--- config.mk ---
export PLATFORM = sky130hd
export DESIGN_NAME = status_register_sets
export DESIGN_NICKNAME = d
export VERILOG_FILES = /design/src/hw/status_pkg.sv /design/src/hw/status_set.sv /design/src/hw/status_register_sets.sv
export SDC_FILE = /design/constraint.sdc
export NUM_CORES = 1
export LEC_CHECK = 0
export ABC_AREA = 1
export ABC_CLOCK_PERIOD_IN_PS = 3250
export BUFFER_PORTS_ARGS = -buffer_cell sky130_fd_sc_hd__buf_2
export CAP_MARGIN = 20
export CORE_MARGIN = 8
export CORE_UTILIZATION = 30
export CTS_BUF_LIST = sky130_fd_sc_hd__clkbuf_4 sky130_fd_sc_hd__clkbuf_8
export DETAILED_ROUTE_END_ITERATION = 12
export GPL_TIMING_DRIVEN = 0
export PLACE_DENSITY = 0.51
export REMOVE_ABC_BUFFERS = 1
export SYNTH_ARGS = -nofsm -noshare
export SYNTH_HDL_FRONTEND = slang
export SYNTH_HIERARCHICAL = 1
export SYNTH_SLANG_ARGS = --single-unit
--- constraint.sdc ---
create_clock -name SYS_CLK -period 3.25 [get_ports SYS_CLK]
set_input_delay 0.325 -clock SYS_CLK [delete_from_list [all_inputs] [get_ports SYS_CLK]]
set_output_delay 0.325 -clock SYS_CLK [all_outputs]
set_load 0.01 [all_outputs]
--- src/hw/status_pkg.sv ---
// Constants, register map and types shared by the status register sets
package status_pkg;

	localparam int MASK_W   = 15;
	localparam int DATA_W   = 32;
	localparam int ADDR_W   = 8;
	localparam int NUM_SETS = 3;
	localparam int IRQ_W    = 4;

	// Set indices
	localparam logic [1:0] SET_LIMIT = 2'h0;
	localparam logic [1:0] SET_POWER = 2'h1;
	localparam logic [1:0] SET_DATA  = 2'h2;
	localparam logic [1:0] SET_NONE  = 2'h3;

	// Set base byte addresses
	localparam logic [7:0] OFS_LIMIT_BASE = 8'h00;
	localparam logic [7:0] OFS_POWER_BASE = 8'h20;
	localparam logic [7:0] OFS_DATA_BASE  = 8'h40;
	localparam logic [7:0] SET_BASE_MASK  = 8'he0;

	// Register offsets inside a set
	localparam logic [4:0] OFS_COND   = 5'h00;
	localparam logic [4:0] OFS_EVENT  = 5'h04;
	localparam logic [4:0] OFS_ENABLE = 5'h08;
	localparam logic [4:0] OFS_PTR    = 5'h0c;
	localparam logic [4:0] OFS_NTR    = 5'h10;

	// Interrupt registers
	localparam logic [7:0] OFS_IRQ_STATUS = 8'h60;
	localparam logic [7:0] OFS_IRQ_MASK   = 8'h64;

	// Interrupt status bit positions
	localparam int IRQ_LIMIT_BIT = 0;
	localparam int IRQ_POWER_BIT = 1;
	localparam int IRQ_DATA_BIT  = 2;
	localparam int IRQ_RANGE_BIT = 3;

	// Reset values
	localparam logic [MASK_W-1:0] MASK_RESET  = 15'h0000;
	localparam logic [IRQ_W-1:0]  IRQ_RESET   = 4'h0;
	localparam logic [DATA_W-1:0] RDATA_RESET = 32'h0000_0000;

	typedef enum {REG_COND, REG_EVENT, REG_ENABLE, REG_PTR, REG_NTR, REG_NONE} reg_sel_t;

endpackage

--- src/hw/status_set.sv ---
// One status register set: condition edge detection, event latch and masks
`timescale 1ns/1ns
`default_nettype none

module status_set
	import status_pkg::*;
#(
	parameter int W = MASK_W
)
(
	input  wire logic         clk,
	input  wire logic         rst,
	input  wire logic [W-1:0] cond,
	input  wire logic         enable_wr,
	input  wire logic         ptr_wr,
	input  wire logic         ntr_wr,
	input  wire logic [W-1:0] wdata,
	input  wire logic         event_clr,
	output logic      [W-1:0] event_q,
	output logic      [W-1:0] enable_q,
	output logic      [W-1:0] ptr_q,
	output logic      [W-1:0] ntr_q,
	output logic      [W-1:0] hit,
	output logic              summary
);

	logic [W-1:0] prev_q;

	// Condition history for edge detection; never touched by a query
	always_ff @(posedge clk or posedge rst)
	begin
		if (rst)
			prev_q <= W'(0);
		else
			prev_q <= cond;
	end

	assign hit = (cond & ~prev_q & ptr_q) | (~cond & prev_q & ntr_q);

	// A hit in the cycle of the clearing read survives into the register
	always_ff @(posedge clk or posedge rst)
	begin
		if (rst)
			event_q <= W'(0);
		else
			event_q <= (event_clr ? W'(0) : event_q) | hit;
	end

	// Masks only change on writes; preset has no path into them
	always_ff @(posedge clk or posedge rst)
	begin
		if (rst)
			enable_q <= W'(MASK_RESET);
		else if (enable_wr)
			enable_q <= wdata;
	end

	always_ff @(posedge clk or posedge rst)
	begin
		if (rst)
			ptr_q <= W'(MASK_RESET);
		else if (ptr_wr)
			ptr_q <= wdata;
	end

	always_ff @(posedge clk or posedge rst)
	begin
		if (rst)
			ntr_q <= W'(MASK_RESET);
		else if (ntr_wr)
			ntr_q <= wdata;
	end

	assign summary = |(event_q & enable_q);

endmodule // status_set

`default_nettype wire

--- src/hw/status_register_sets.sv ---
// Top of the limit fail, questionable power and questionable data status sets
`timescale 1ns/1ns
`default_nettype none

module status_register_sets
	import status_pkg::*;
#(
	parameter int W = MASK_W
)
(
	input  wire logic              SYS_CLK,
	input  wire logic              RESET,
	input  wire logic [ADDR_W-1:0] ADDR,
	input  wire logic [DATA_W-1:0] WDATA,
	input  wire logic              WR,
	input  wire logic              RD,
	output logic      [DATA_W-1:0] RDATA,
	input  wire logic [W-1:0]      LIMIT_COND,
	input  wire logic [W-1:0]      POWER_COND,
	input  wire logic [W-1:0]      DATA_COND,
	input  wire logic              PRESET,
	output logic                   LIMIT_SUMMARY,
	output logic                   POWER_SUMMARY,
	output logic                   DATA_SUMMARY,
	output logic                   IRQ
);

	// Which set an address falls into
	function automatic logic [1:0] set_of(input logic [ADDR_W-1:0] a);
		logic [1:0] s;
		s = SET_NONE;
		case (a & SET_BASE_MASK)
			OFS_LIMIT_BASE: s = SET_LIMIT;
			OFS_POWER_BASE: s = SET_POWER;
			OFS_DATA_BASE:  s = SET_DATA;
			default:        s = SET_NONE;
		endcase
		return s;
	endfunction

	// Which register of a set an address selects
	function automatic reg_sel_t reg_of(input logic [ADDR_W-1:0] a);
		reg_sel_t r;
		r = REG_NONE;
		case (a[4:0])
			OFS_COND:   r = REG_COND;
			OFS_EVENT:  r = REG_EVENT;
			OFS_ENABLE: r = REG_ENABLE;
			OFS_PTR:    r = REG_PTR;
			OFS_NTR:    r = REG_NTR;
			default:    r = REG_NONE;
		endcase
		return r;
	endfunction

	function automatic logic is_mask(input reg_sel_t r);
		return (r == REG_ENABLE) || (r == REG_PTR) || (r == REG_NTR);
	endfunction

	logic     [W-1:0]        cond_raw  [NUM_SETS];
	logic     [W-1:0]        sync1_q   [NUM_SETS];
	logic     [W-1:0]        cond_s    [NUM_SETS];
	logic     [W-1:0]        event_s   [NUM_SETS];
	logic     [W-1:0]        enable_s  [NUM_SETS];
	logic     [W-1:0]        ptr_s     [NUM_SETS];
	logic     [W-1:0]        ntr_s     [NUM_SETS];
	logic     [W-1:0]        hit_s     [NUM_SETS];
	logic     [NUM_SETS-1:0] sum_vec;
	logic     [NUM_SETS-1:0] sum_prev_q;
	logic     [NUM_SETS-1:0] enable_wr;
	logic     [NUM_SETS-1:0] ptr_wr;
	logic     [NUM_SETS-1:0] ntr_wr;
	logic     [NUM_SETS-1:0] event_clr;
	logic     [1:0]          acc_set;
	reg_sel_t                acc_reg;
	logic                    set_sel;
	logic                    val_ok;
	logic                    range_err;
	logic     [DATA_W-1:0]   rd_val;
	logic     [DATA_W-1:0]   rdata_q;
	logic     [IRQ_W-1:0]    irq_status_q;
	logic     [IRQ_W-1:0]    irq_mask_q;
	logic     [IRQ_W-1:0]    irq_set;
	logic     [IRQ_W-1:0]    irq_clr;

	assign cond_raw[SET_LIMIT] = LIMIT_COND;
	assign cond_raw[SET_POWER] = POWER_COND;
	assign cond_raw[SET_DATA]  = DATA_COND;

	// Condition pins come from outside the clock domain
	always_ff @(posedge SYS_CLK or posedge RESET)
	begin
		if (RESET)
		begin
			for (int i = 0; i < NUM_SETS; i++)
			begin
				sync1_q[i] <= W'(0);
				cond_s[i]  <= W'(0);
			end
		end
		else
		begin
			for (int i = 0; i < NUM_SETS; i++)
			begin
				sync1_q[i] <= cond_raw[i];
				cond_s[i]  <= sync1_q[i];
			end
		end
	end

	assign acc_set   = set_of(ADDR);
	assign acc_reg   = reg_of(ADDR);
	assign set_sel   = (acc_set != SET_NONE) && (acc_reg != REG_NONE);
	// Integers above the 15-bit range are refused whole rather than truncated
	assign val_ok    = (WDATA[DATA_W-1:W] == '0);
	assign range_err = WR && set_sel && is_mask(acc_reg) && !val_ok;

	genvar g;
	generate
		for (g = 0; g < NUM_SETS; g++)
		begin : g_set
			assign enable_wr[g] = WR && val_ok && (acc_set == 2'(g)) && (acc_reg == REG_ENABLE);
			assign ptr_wr[g]    = WR && val_ok && (acc_set == 2'(g)) && (acc_reg == REG_PTR);
			assign ntr_wr[g]    = WR && val_ok && (acc_set == 2'(g)) && (acc_reg == REG_NTR);
			assign event_clr[g] = RD && (acc_set == 2'(g)) && (acc_reg == REG_EVENT);

			status_set #(
				.W (W)
			) u_set (
				.clk       (SYS_CLK),
				.rst       (RESET),
				.cond      (cond_s[g]),
				.enable_wr (enable_wr[g]),
				.ptr_wr    (ptr_wr[g]),
				.ntr_wr    (ntr_wr[g]),
				.wdata     (WDATA[W-1:0]),
				.event_clr (event_clr[g]),
				.event_q   (event_s[g]),
				.enable_q  (enable_s[g]),
				.ptr_q     (ptr_s[g]),
				.ntr_q     (ntr_s[g]),
				.hit       (hit_s[g]),
				.summary   (sum_vec[g])
			);
		end
	endgenerate

	// Read mux; every value is the plain binary of the bits, i.e. the weighted sum
	always_comb
	begin
		rd_val = RDATA_RESET;
		if (ADDR == OFS_IRQ_STATUS)
			rd_val[IRQ_W-1:0] = irq_status_q;
		else if (ADDR == OFS_IRQ_MASK)
			rd_val[IRQ_W-1:0] = irq_mask_q;
		else if (set_sel)
		begin
			case (acc_reg)
				REG_COND:   rd_val[W-1:0] = cond_s[acc_set];
				REG_EVENT:  rd_val[W-1:0] = event_s[acc_set];
				REG_ENABLE: rd_val[W-1:0] = enable_s[acc_set];
				REG_PTR:    rd_val[W-1:0] = ptr_s[acc_set];
				REG_NTR:    rd_val[W-1:0] = ntr_s[acc_set];
				default:    rd_val = RDATA_RESET;
			endcase
		end
	end

	// Data is valid only in the cycle after the read strobe, zero otherwise
	always_ff @(posedge SYS_CLK or posedge RESET)
	begin
		if (RESET)
			rdata_q <= RDATA_RESET;
		else if (RD)
			rdata_q <= rd_val;
		else
			rdata_q <= RDATA_RESET;
	end

	assign RDATA = rdata_q;

	// Interrupt events: a set summary going high, or a refused mask value
	always_ff @(posedge SYS_CLK or posedge RESET)
	begin
		if (RESET)
			sum_prev_q <= '0;
		else
			sum_prev_q <= sum_vec;
	end

	assign irq_set = {range_err, sum_vec & ~sum_prev_q};
	assign irq_clr = (WR && (ADDR == OFS_IRQ_STATUS)) ? WDATA[IRQ_W-1:0] : IRQ_RESET;

	// Set wins over a write-one-to-clear in the same cycle
	always_ff @(posedge SYS_CLK or posedge RESET)
	begin
		if (RESET)
			irq_status_q <= IRQ_RESET;
		else if (PRESET)
			irq_status_q <= irq_set;
		else
			irq_status_q <= (irq_status_q & ~irq_clr) | irq_set;
	end

	// Preset returns the interrupt mask to its default and clears the interrupt status except new sets; set masks are kept
	always_ff @(posedge SYS_CLK or posedge RESET)
	begin
		if (RESET)
			irq_mask_q <= IRQ_RESET;
		else if (PRESET)
			irq_mask_q <= IRQ_RESET;
		else if (WR && (ADDR == OFS_IRQ_MASK))
			irq_mask_q <= WDATA[IRQ_W-1:0];
	end

	assign IRQ           = |(irq_status_q & irq_mask_q);
	assign LIMIT_SUMMARY = sum_vec[SET_LIMIT];
	assign POWER_SUMMARY = sum_vec[SET_POWER];
	assign DATA_SUMMARY  = sum_vec[SET_DATA];

	localparam logic [7:0] A_LIM_COND  = OFS_LIMIT_BASE + 8'(OFS_COND);
	localparam logic [7:0] A_LIM_EVENT = OFS_LIMIT_BASE + 8'(OFS_EVENT);
	localparam logic [7:0] A_LIM_EN    = OFS_LIMIT_BASE + 8'(OFS_ENABLE);
	localparam logic [7:0] A_POW_PTR   = OFS_POWER_BASE + 8'(OFS_PTR);
	localparam logic [7:0] A_DAT_NTR   = OFS_DATA_BASE + 8'(OFS_NTR);
endmodule // status_register_sets

`default_nettype wire

* Yosys cells after proc, flatten, opt, wreduce, memory -nomap -nowiden
Index checks and enable logic that the tools add are counted.
** Word-level totals
- Memories kept :: 0
- Bits in writable memories :: 0
- Bits of input ports :: 90
- Latch bits :: 0
- Word-level logic and storage cells :: 149
- Output and inout bits :: 36
- Register bits after elaboration :: 358
- ROM bits :: 0
** Operators by class
- Reductions and logical operators :: 38
- Equality and inequality tests :: 20
- Add/subtract/negate cells :: 0
- Div/mod/pow operators :: 0
- Magnitude comparators :: 1
- Multipliers :: 0
- Shifts and indexed selects :: 0
- Bitwise operators :: 34
- Multiplexer cells :: 31
** Operators by type and width (number)
- $and A15 B15 Y15 :: 15
- $mux W15 :: 14
- $bmux W15 S2 :: 5
- $eq A32 B2 Y1 const B :: 3
- $eq A32 B3 Y1 const B :: 3
- $not A15 Y15 :: 6
- $or A15 B15 Y15 :: 6
- $pmux W15 S5 :: 1
- $reduce_or A15 Y1 :: 3
- $eq A32 B1 Y1 const B :: 1
- $eq A32 B4 Y1 const B :: 1
- $logic_not A32 Y1 :: 1
- $mux W32 :: 1
- $ne A32 B4 Y1 const B :: 1
- $mux W28 :: 1
- $logic_and A1 B1 Y1 :: 25
- $mux W4 :: 6
- $logic_not A17 Y1 :: 1
- $eq A8 B7 Y1 const B :: 2
- $pmux W3 S5 :: 1
- $mux W11 :: 1
- $eq A5 B4 Y1 const B :: 2
- $and A4 B4 Y4 :: 2
- $logic_not A8 Y1 :: 1
- 20 further kinds :: 21

* Longest topological paths before layout
Gate-level depths: netlist (run 1).
- Depth in word-level cells :: 11
- Mapped depth :: 13
- Mapped depth without buffers :: 12

* By module
Netlist (run 1), hierarchy kept.
** Modules (own cells, without submodules)
- status_set :: sequential area each 1876.8 sq um, instances 3, cells each 282, area an instance 3141.8 sq um
- status_register_sets :: sequential area each 2902.8 sq um, instances 1, cells each 855, area an instance 5999.5 sq um

* Worst setup path after synthesis (run 1)
OpenSTA, ideal clock, no wires.
- Kind :: input to register
- Start :: input port ADDR[1]
- End :: register g_set[0].u_set.event_q[10]
- Setup time :: 132 ps
- Data arrival time :: 1928 ps
- Data required time :: 3118 ps
- Setup slack :: 1190 ps
- Path buffers :: 2
- Cell stages on the path :: 8
- Cell sequence :: nor2_2 > nand2_1 > nor2_2 > buf_2 > inv_1 > nor4_1 > buf_2 > o211ai_1
** Between the ends
- Word-level cells in the longest chain between the ends :: 6
- Elaborated cells between the ends (all ways) :: 10
- Those cells by class :: 5 x eq/ne; 2 x mux; 1 x bitwise; 2 x reduce/logical
** RTL lines
- start: declaration :: line status_register_sets.sv:13 : input wire logic [ADDR_W-1:0] ADDR,
- $eq A5 B5 Y1, or another cell as far along :: line status_register_sets.sv:45 : case (a[4:0])
- $pmux W3 S5 (*) :: line status_register_sets.sv:45
- $eq A32 B2 Y1 (*) :: line status_register_sets.sv:125 : assign event_clr[g] = RD && (acc_set == 2'(g)) && (acc_reg == REG_EVENT);
- $logic_and A1 B1 Y1 (*) :: line status_register_sets.sv:125
- net event_clr[0] :: line status_register_sets.sv:73 : logic [NUM_SETS-1:0] event_clr;
- $mux W15 (*) :: line status_set.sv:46 : event_q <= (event_clr ? W'(0) : event_q) | hit;
- $or A15 B15 Y15 (*) :: line status_set.sv:46
- end signal: assignment :: line status_set.sv:46
- end: declaration :: line status_set.sv:19 : output logic [W-1:0] event_q,
The timed path passes the listed nets; every way through them passes the cells marked *.
A chain may end at the register's enable or synchronous reset.

* Worst setup path in the final report (run 1)
- Start :: input port ADDR[1]
- End :: register g_set[2].u_set.ptr_q[14]
** Between the ends
- Word-level cells in the longest chain between the ends :: 4
- Elaborated cells between the ends (all ways) :: 8
- Those cells by class :: 5 x eq/ne; 1 x mux; 2 x reduce/logical
** RTL lines
- $eq A5 B5 Y1, or another cell as far along :: line status_register_sets.sv:45
- $pmux W3 S5 (*) :: line status_register_sets.sv:45
- $eq A32 B3 Y1 (*) :: line status_register_sets.sv:123 : assign ptr_wr[g] = WR && val_ok && (acc_set == 2'(g)) && (acc_reg == REG_PTR);
- $logic_and A1 B1 Y1 (*) :: line status_register_sets.sv:123
- net ptr_wr[2] :: line status_register_sets.sv:71 : logic [NUM_SETS-1:0] ptr_wr;
- end signal: assignment :: line status_set.sv:61 : ptr_q <= W'(MASK_RESET);
- end signal: assignment :: line status_set.sv:63 : ptr_q <= wdata;
- end: declaration :: line status_set.sv:21 : output logic [W-1:0] ptr_q,
Marked as above.

==> flow_summary.toml, run 1 <==
[clock_tree]
cts_htree_levels = 2
clk_pin_slew_ns = 0.06
cts_setup_buffers = 0
cts_resized = 0
clkLatencyLatePin_ns = 0.64
clock_path_buffers = 3
numCtsBuffers = 59
ctsHoldBuffers = 59
cts_root_buf = "clkbuf_8"
cts_tree = "done"
cts.sinks = 341

[logic_synthesis]
syn_inst = 1656
syn_area_mm2 = 0.0153
avgSynthCellArea_um2 = 9.21
ys_warn_count = 6

[global_routing]
grt_pass1_vias = 11900
grt_max_degree = 79
grt_pass1_wl_mm = 69.7
antenna_found_initial = 1
overflow = 0
track_usage = 0.151

[floorplan]
die-area_mm2 = 0.0583
core_area_mm2 = 0.0502
die_h_um = 242
die_width_um = 242
io_pins = 126
start_util = 0.304
core.rowCount = 82

[sta]
timing.final.ws_setup_ns = 0.268
tightest_slew_ns = 1.16
setup_viol = 0
finalCritPeriodShare = 0.917
hold_viol_final = 0
min_period_ns = 2.98
drv_slew = 0
skew_ns = 0.0169
slew-limit-headroom = 0.220
rsz0062_at_grt = "false"
fmax_mhz = 335

[worst_setup_path]
worstSetupStartpoint = "ADDR[1]"
r2r-end = "irq_status_q[2]"
crit_type = "primary input to register"
rr_startpoint = "g_set[2].u_set/enable_q[0]"
end_kind = "register"
cp-start-kind = "primary input"
r2r_cells = 8
cpMostUsedCell = "nor2_2"
r2r_slack_ns = 1.80
required_ns = 3.78
worstPathMaxFanout = 16
path_cells = "dlygate4sd3_1 > buf_2 > nor2_2 > nand2_1 > nor2_4 > inv_1 > nor2_2 > mux2_2"
cp_slowest_cell = "nor2_2"
critPathMaxStageDelay_ns = 0.88
cp_data_arrival_time_ns = 3.51

[routing]
drt_iter0_drc = 892
vias_per_cell = 4.54
ant_nets = 0
vias = 11600
drt_pass1_iterations = 5
drc_errors = 0
wl_per_cell_um = 17.2
routed_wl_mm = 44.2

[power_and_ir_drop]
power_density_mw_per_mm2 = 503
cellLeakagePower_nw = 9.33
p_total_mw = 9.37
ir_drop_mv = 0.294

[layout]
area_growth_pct = 22.1
post-route-util = 0.371
drive_gt1_frac = 0.192
finalNetCount = 1934

[placed_design]
place_ws_ns = 0.111
port_buffers = 108
hpwlAfterDp_mm = 29.4
place_congestion = 0.770

[min_path]
hold_start = "WDATA[7]"
min_path_type = "primary input to register"
hold_end = "g_set[2].u_set/ptr_q[7]"
hold_path_depth = 3

[outcome]
status = "finished, final reports clean"

[flow_run]
drv_cap = 0
==> layer usage <==
metal,track usage,part of all wire
met3,0.0299,0.058
met2,0.228,0.44
met1,0.214,0.48
met5,0,0.00027
met4,0.0480,0.022
==> final cells by class <==
type | instances | area [um^2]
Fill cell | 5094 | 31500
Sequential cell | 341 | 8530
Multi-Input combinational cell | 1097 | 5680
Timing Repair Buffer | 190 | 1610
Clock buffer | 95 | 1200
Tap cell | 672 | 841
Inverter | 155 | 594
Clock inverter | 12 | 160
Antenna cell | 1 | 2.50
==> cell usage in the layout (no fill, tap or decap), types with 8 or more instances in the layout <==
| master | count |
|---|---|
| nand2_1 | 657 |
| dfrtp_1 | 341 |
| inv_1 | 145 |
| buf_2 | 108 |
| nor2_1 | 89 |
| clkbuf_8 | 78 |
| mux2_4 | 60 |
| dlygate4sd3_1 | 59 |
| o21ai_0 | 48 |
| o211ai_1 | 46 |
| nand3b_1 | 43 |
| a21oi_1 | 33 |
| mux2_2 | 33 |
| conb_1 | 17 |
| clkbuf_4 | 17 |
| nand3_1 | 15 |
| nor3_1 | 12 |
| buf_16 | 11 |
| nor2_4 | 10 |
| o21ai_1 | 8 |
| nor2_2 | 8 |
| clkinv_2 | 8 |
==> power by group <==
part	total [mW]	switching [mW]	internal, mW
registers	4.40	0.0627	4.34
clock network	4.43	1.78	2.64
logic	0.533	0.346	0.187
total	9.37	2.19	7.17
==> per-stage QoR <==
stage | hold slack, ns | setup TNS, ns | instances | cell area (um^2)
finish | 0.0521 | 0 | 2563 | 18600
global route | 0.0408 | 0 | 2562 | 18600
CTS | 0.000557 | 0 | 2562 | 18600
detailed placement | 0.335 | 0 | 2396 | 16700
global placement | 0.334 | -648.65 | 2373 | 16100
floorplan | 0.331 | -17.12 | 1593 | 14700
==> worst max-delay path: cells and delay by family <==
family	cells	cell delay (ns)
multiplexers	1	0.42
buffers and inverters	3	1.20
AND/OR/NAND/NOR	4	1.55
==> worst max path at each step <==
| stage | end | depth (start not counted) | slack [ns] |
|---|---|---|---|
| detailed placement | RDATA[6] | 12 | 0.11 |
| floorplan | RDATA[0] | 1 | -0.15 |
| finish | g_set[2].u_set/ptr_q[14] | 8 | 0.27 |
| CTS | g_set[2].u_set/ptr_q[14] | 8 | 0.33 |
| global route | g_set[2].u_set/ptr_q[14] | 8 | 0.19 |
| global placement | g_set[0].u_set/event_q[1] | 5 | -3.41 |
==> sequential cells by signal, indices dropped and copies added (netlist names) <==
signal / cells
RDATA: 15
cond_s: 45
g_set.u_set/enable_q: 45
g_set.u_set/event_q: 45
g_set.u_set/ntr_q: 45
g_set.u_set/prev_q: 45
g_set.u_set/ptr_q: 45
irq_mask_q: 4
irq_status_q: 4
sum_prev_q: 3
sync1_q: 45
(Power assumes the default switching activity.)
==> run 2: changes to the inputs <==
--- a/config.mk
+++ b/config.mk
@@ -9,7 +9,7 @@
 export ABC_CLOCK_PERIOD_IN_PS = 3250
 export BUFFER_PORTS_ARGS = -buffer_cell sky130_fd_sc_hd__buf_2
 export CAP_MARGIN = 20
-export CORE_MARGIN = 8
+export CORE_MARGIN = 2
 export CORE_UTILIZATION = 30
 export CTS_BUF_LIST = sky130_fd_sc_hd__clkbuf_4 sky130_fd_sc_hd__clkbuf_8
 export DETAILED_ROUTE_END_ITERATION = 12
@@ -18,5 +18,4 @@
 export REMOVE_ABC_BUFFERS = 1
 export SYNTH_ARGS = -nofsm -noshare
 export SYNTH_HDL_FRONTEND = slang
-export SYNTH_HIERARCHICAL = 1
 export SYNTH_SLANG_ARGS = --single-unit
==> flow_summary.toml, run 2 <==
[floorplan]
io_pins = 126
start_util = 0.302
die_h_um = 228
die_width_um = 228
die-area_mm2 = 0.0522
core_area_mm2 = 0.0500
core.rowCount = 82

[sta]
finalCritPeriodShare = 0.953
fin_tns_setup_ns = 0
slew-limit-headroom = 0.280
hold_viol_final = 0
hold_ws_ns = 0.0420
timing.final.ws_setup_ns = 0.153
min_period_ns = 3.10
tightest_slew_ns = 1.07
skew_ns = 0.0291
drv_slew = 0
rsz0062_at_grt = "false"
setup_viol = 0
fmax_mhz = 323

[power_and_ir_drop]
p_total_mw = 9.41
cellLeakagePower_nw = 9.20
power_density_mw_per_mm2 = 509
ir_drop_mv = 0.256

[clock_tree]
cts_root_buf = "clkbuf_8"
cts_htree_levels = 3
clk_pin_slew_ns = 0.06
cts.sinks = 341
cts_tree = "done"
clock_path_buffers = 3
clkLatencyLatePin_ns = 0.64
cts_setup_buffers = 0
numCtsBuffers = 66

[global_routing]
grt_util_met1 = 0.253
use_met2 = 0.292
overflow = 0
grt_max_degree = 124
top_usage_layer = "met2"
track_usage = 0.185
grt_pass1_vias = 12900
grt_util_met3 = 0.0397
grt_pass1_wl_mm = 75.2
antenna_found_initial = 1

[layout]
mostFrequentLayoutCell = "nand2_1"
multiInputGateArea_mm2 = 0.00564
final_area_mm2 = 0.0185
post-route-util = 0.370
final-seq-area_mm2 = 0.00853
area_growth_pct = 22.3
final_cells = 2658
drive_gt1_frac = 0.142
diodes = 0
layout_common_cells = "nand2_1, dfrtp_1, nand4_1"
finalNetCount = 2028
fillers = 5123

[logic_synthesis]
syn_inst = 1789
synth_top_family_by_area = "simple AND/OR/NAND/NOR gates"
yosys_register_bits = 341
ys_warn_count = 0
synth-simple-area-share = 0.298
yosys.area.top_type = "dfrtp_1"
synth_top_flop_cell = "dfrtp_1"
synthAdderAreaFrac = 0
synth_area_leaders = "dfrtp_1, nand2_1, nand4_1"
muxShareOfSynthArea = 0
syn_area_mm2 = 0.0151
synth_compound_area_frac = 0.0668
synth-edff-count = 0
yosysTopAreaCellShare = 0.565
netlist_top_cells_count = "nand2_1, dfrtp_1, nand4_1"
synth_seq_area_share = 0.565
ys_types = 28
yosysMostFrequentCell = "nand2_1"
synth-xor-area-share = 0
async_flop_share = 1.00
avgSynthCellArea_um2 = 8.44

[routing]
ant_nets = 0
drt_iter0_drc = 956
routed_wl_mm = 47.5
wl_per_cell_um = 17.9
drt_pass1_iterations = 5
vias_per_cell = 4.88
drc_errors = 0
vias = 13000

[flow_run]
drv_cap = 0

[worst_setup_path]
cp-start-kind = "primary input"
required_ns = 3.76
end_kind = "register"
path_cells = "buf_2 > nor2_4 > buf_16 > nand2_1 > buf_16 > inv_4 > buf_16 > nand3_2 > buf_8 > nand2_1 > nand2_1"
cp_slowest_cell = "nor2_4"
crit_family = "buffers and inverters"
cp_data_arrival_time_ns = 3.61
critPathMaxStageDelay_ns = 0.49
worst-path-buf-inv = 6
crit_type = "primary input to register"
worstPathMaxFanout = 60

[placed_design]
port_buffers = 108
place_ws_ns = -0.851
hpwlAfterDp_mm = 30.1
placed_area_mm2 = 0.0166
dp_cells = 2489
place_congestion = 0.835

[min_path]
min_path_type = "primary input to register"

[outcome]
status = "finished, final reports clean"
run 2: kinds of logic after synthesis:
family | after synthesis
AND/OR/NAND/NOR | 1046
flip-flops | 341
buffers and inverters | 243
AO/OA/AOI/OAI | 158
other | 1
run 2: what timing repair did:
action	4_1_cts	5_1_grt
resized for setup	1	2
endpoints found under the hold margin	150	0
pin swaps	2	0
setup endpoints to repair	25	29
hold buffers	50	0
cloned	2	0
run 2: report_power, final:
part	switching, mW	total [mW]	leakage [nW]	internal [mW]
clock	1.88	4.37	0.730	2.49
sequential	0.0974	4.48	4.24	4.38
combinational	0.375	0.561	4.23	0.187
total	2.36	9.41	9.20	7.06
run 2: per-layer routing:
metal  wire length, um  up-vias
li1                  -     6133
met1             21600     6328
met2             21800      396
met3              2880      101
met4              1250        2
met5                11        -
run 2: path summary, 6_finish.rpt:
kind / to / slack (ns) / cells past startpoint / from
hold reg to reg: cond_s[7] / 0.34 / 0 / sync1_q[7]
max in group asynchronous: sync1_q[1] / 1.31 / 5 / RESET
min in group asynchronous: sync1_q[6] / 0.34 / 3 / RESET
hold / removal: g_set[1].u_set.enable_q[7] / 0.04 / 3 / WDATA[7]
setup reg to reg: irq_status_q[2] / 1.62 / 6 / g_set[2].u_set.event_q[14]
setup / recovery: g_set[2].u_set.ptr_q[13] / 0.15 / 11 / ADDR[7]
run 2: area by class of cell:
cell class / instances / area share
inverters: 115 / 0.0239
clock buffers: 100 / 0.0687
clock inverters: 16 / 0.00460
flip-flops and latches: 341 / 0.462
well taps: 672 / 0.0455
multi-input cells: 1223 / 0.305
repair buffers: 191 / 0.0903
run 2: worst reg2reg max path: stages (launching register included):
cell and delay (ns):
dfrtp_1 0.37, inv_1 0.13, o211ai_1 0.16, nor3_1 0.43
nand3_1 0.28, nand2_1 0.12, nand2_1 0.05
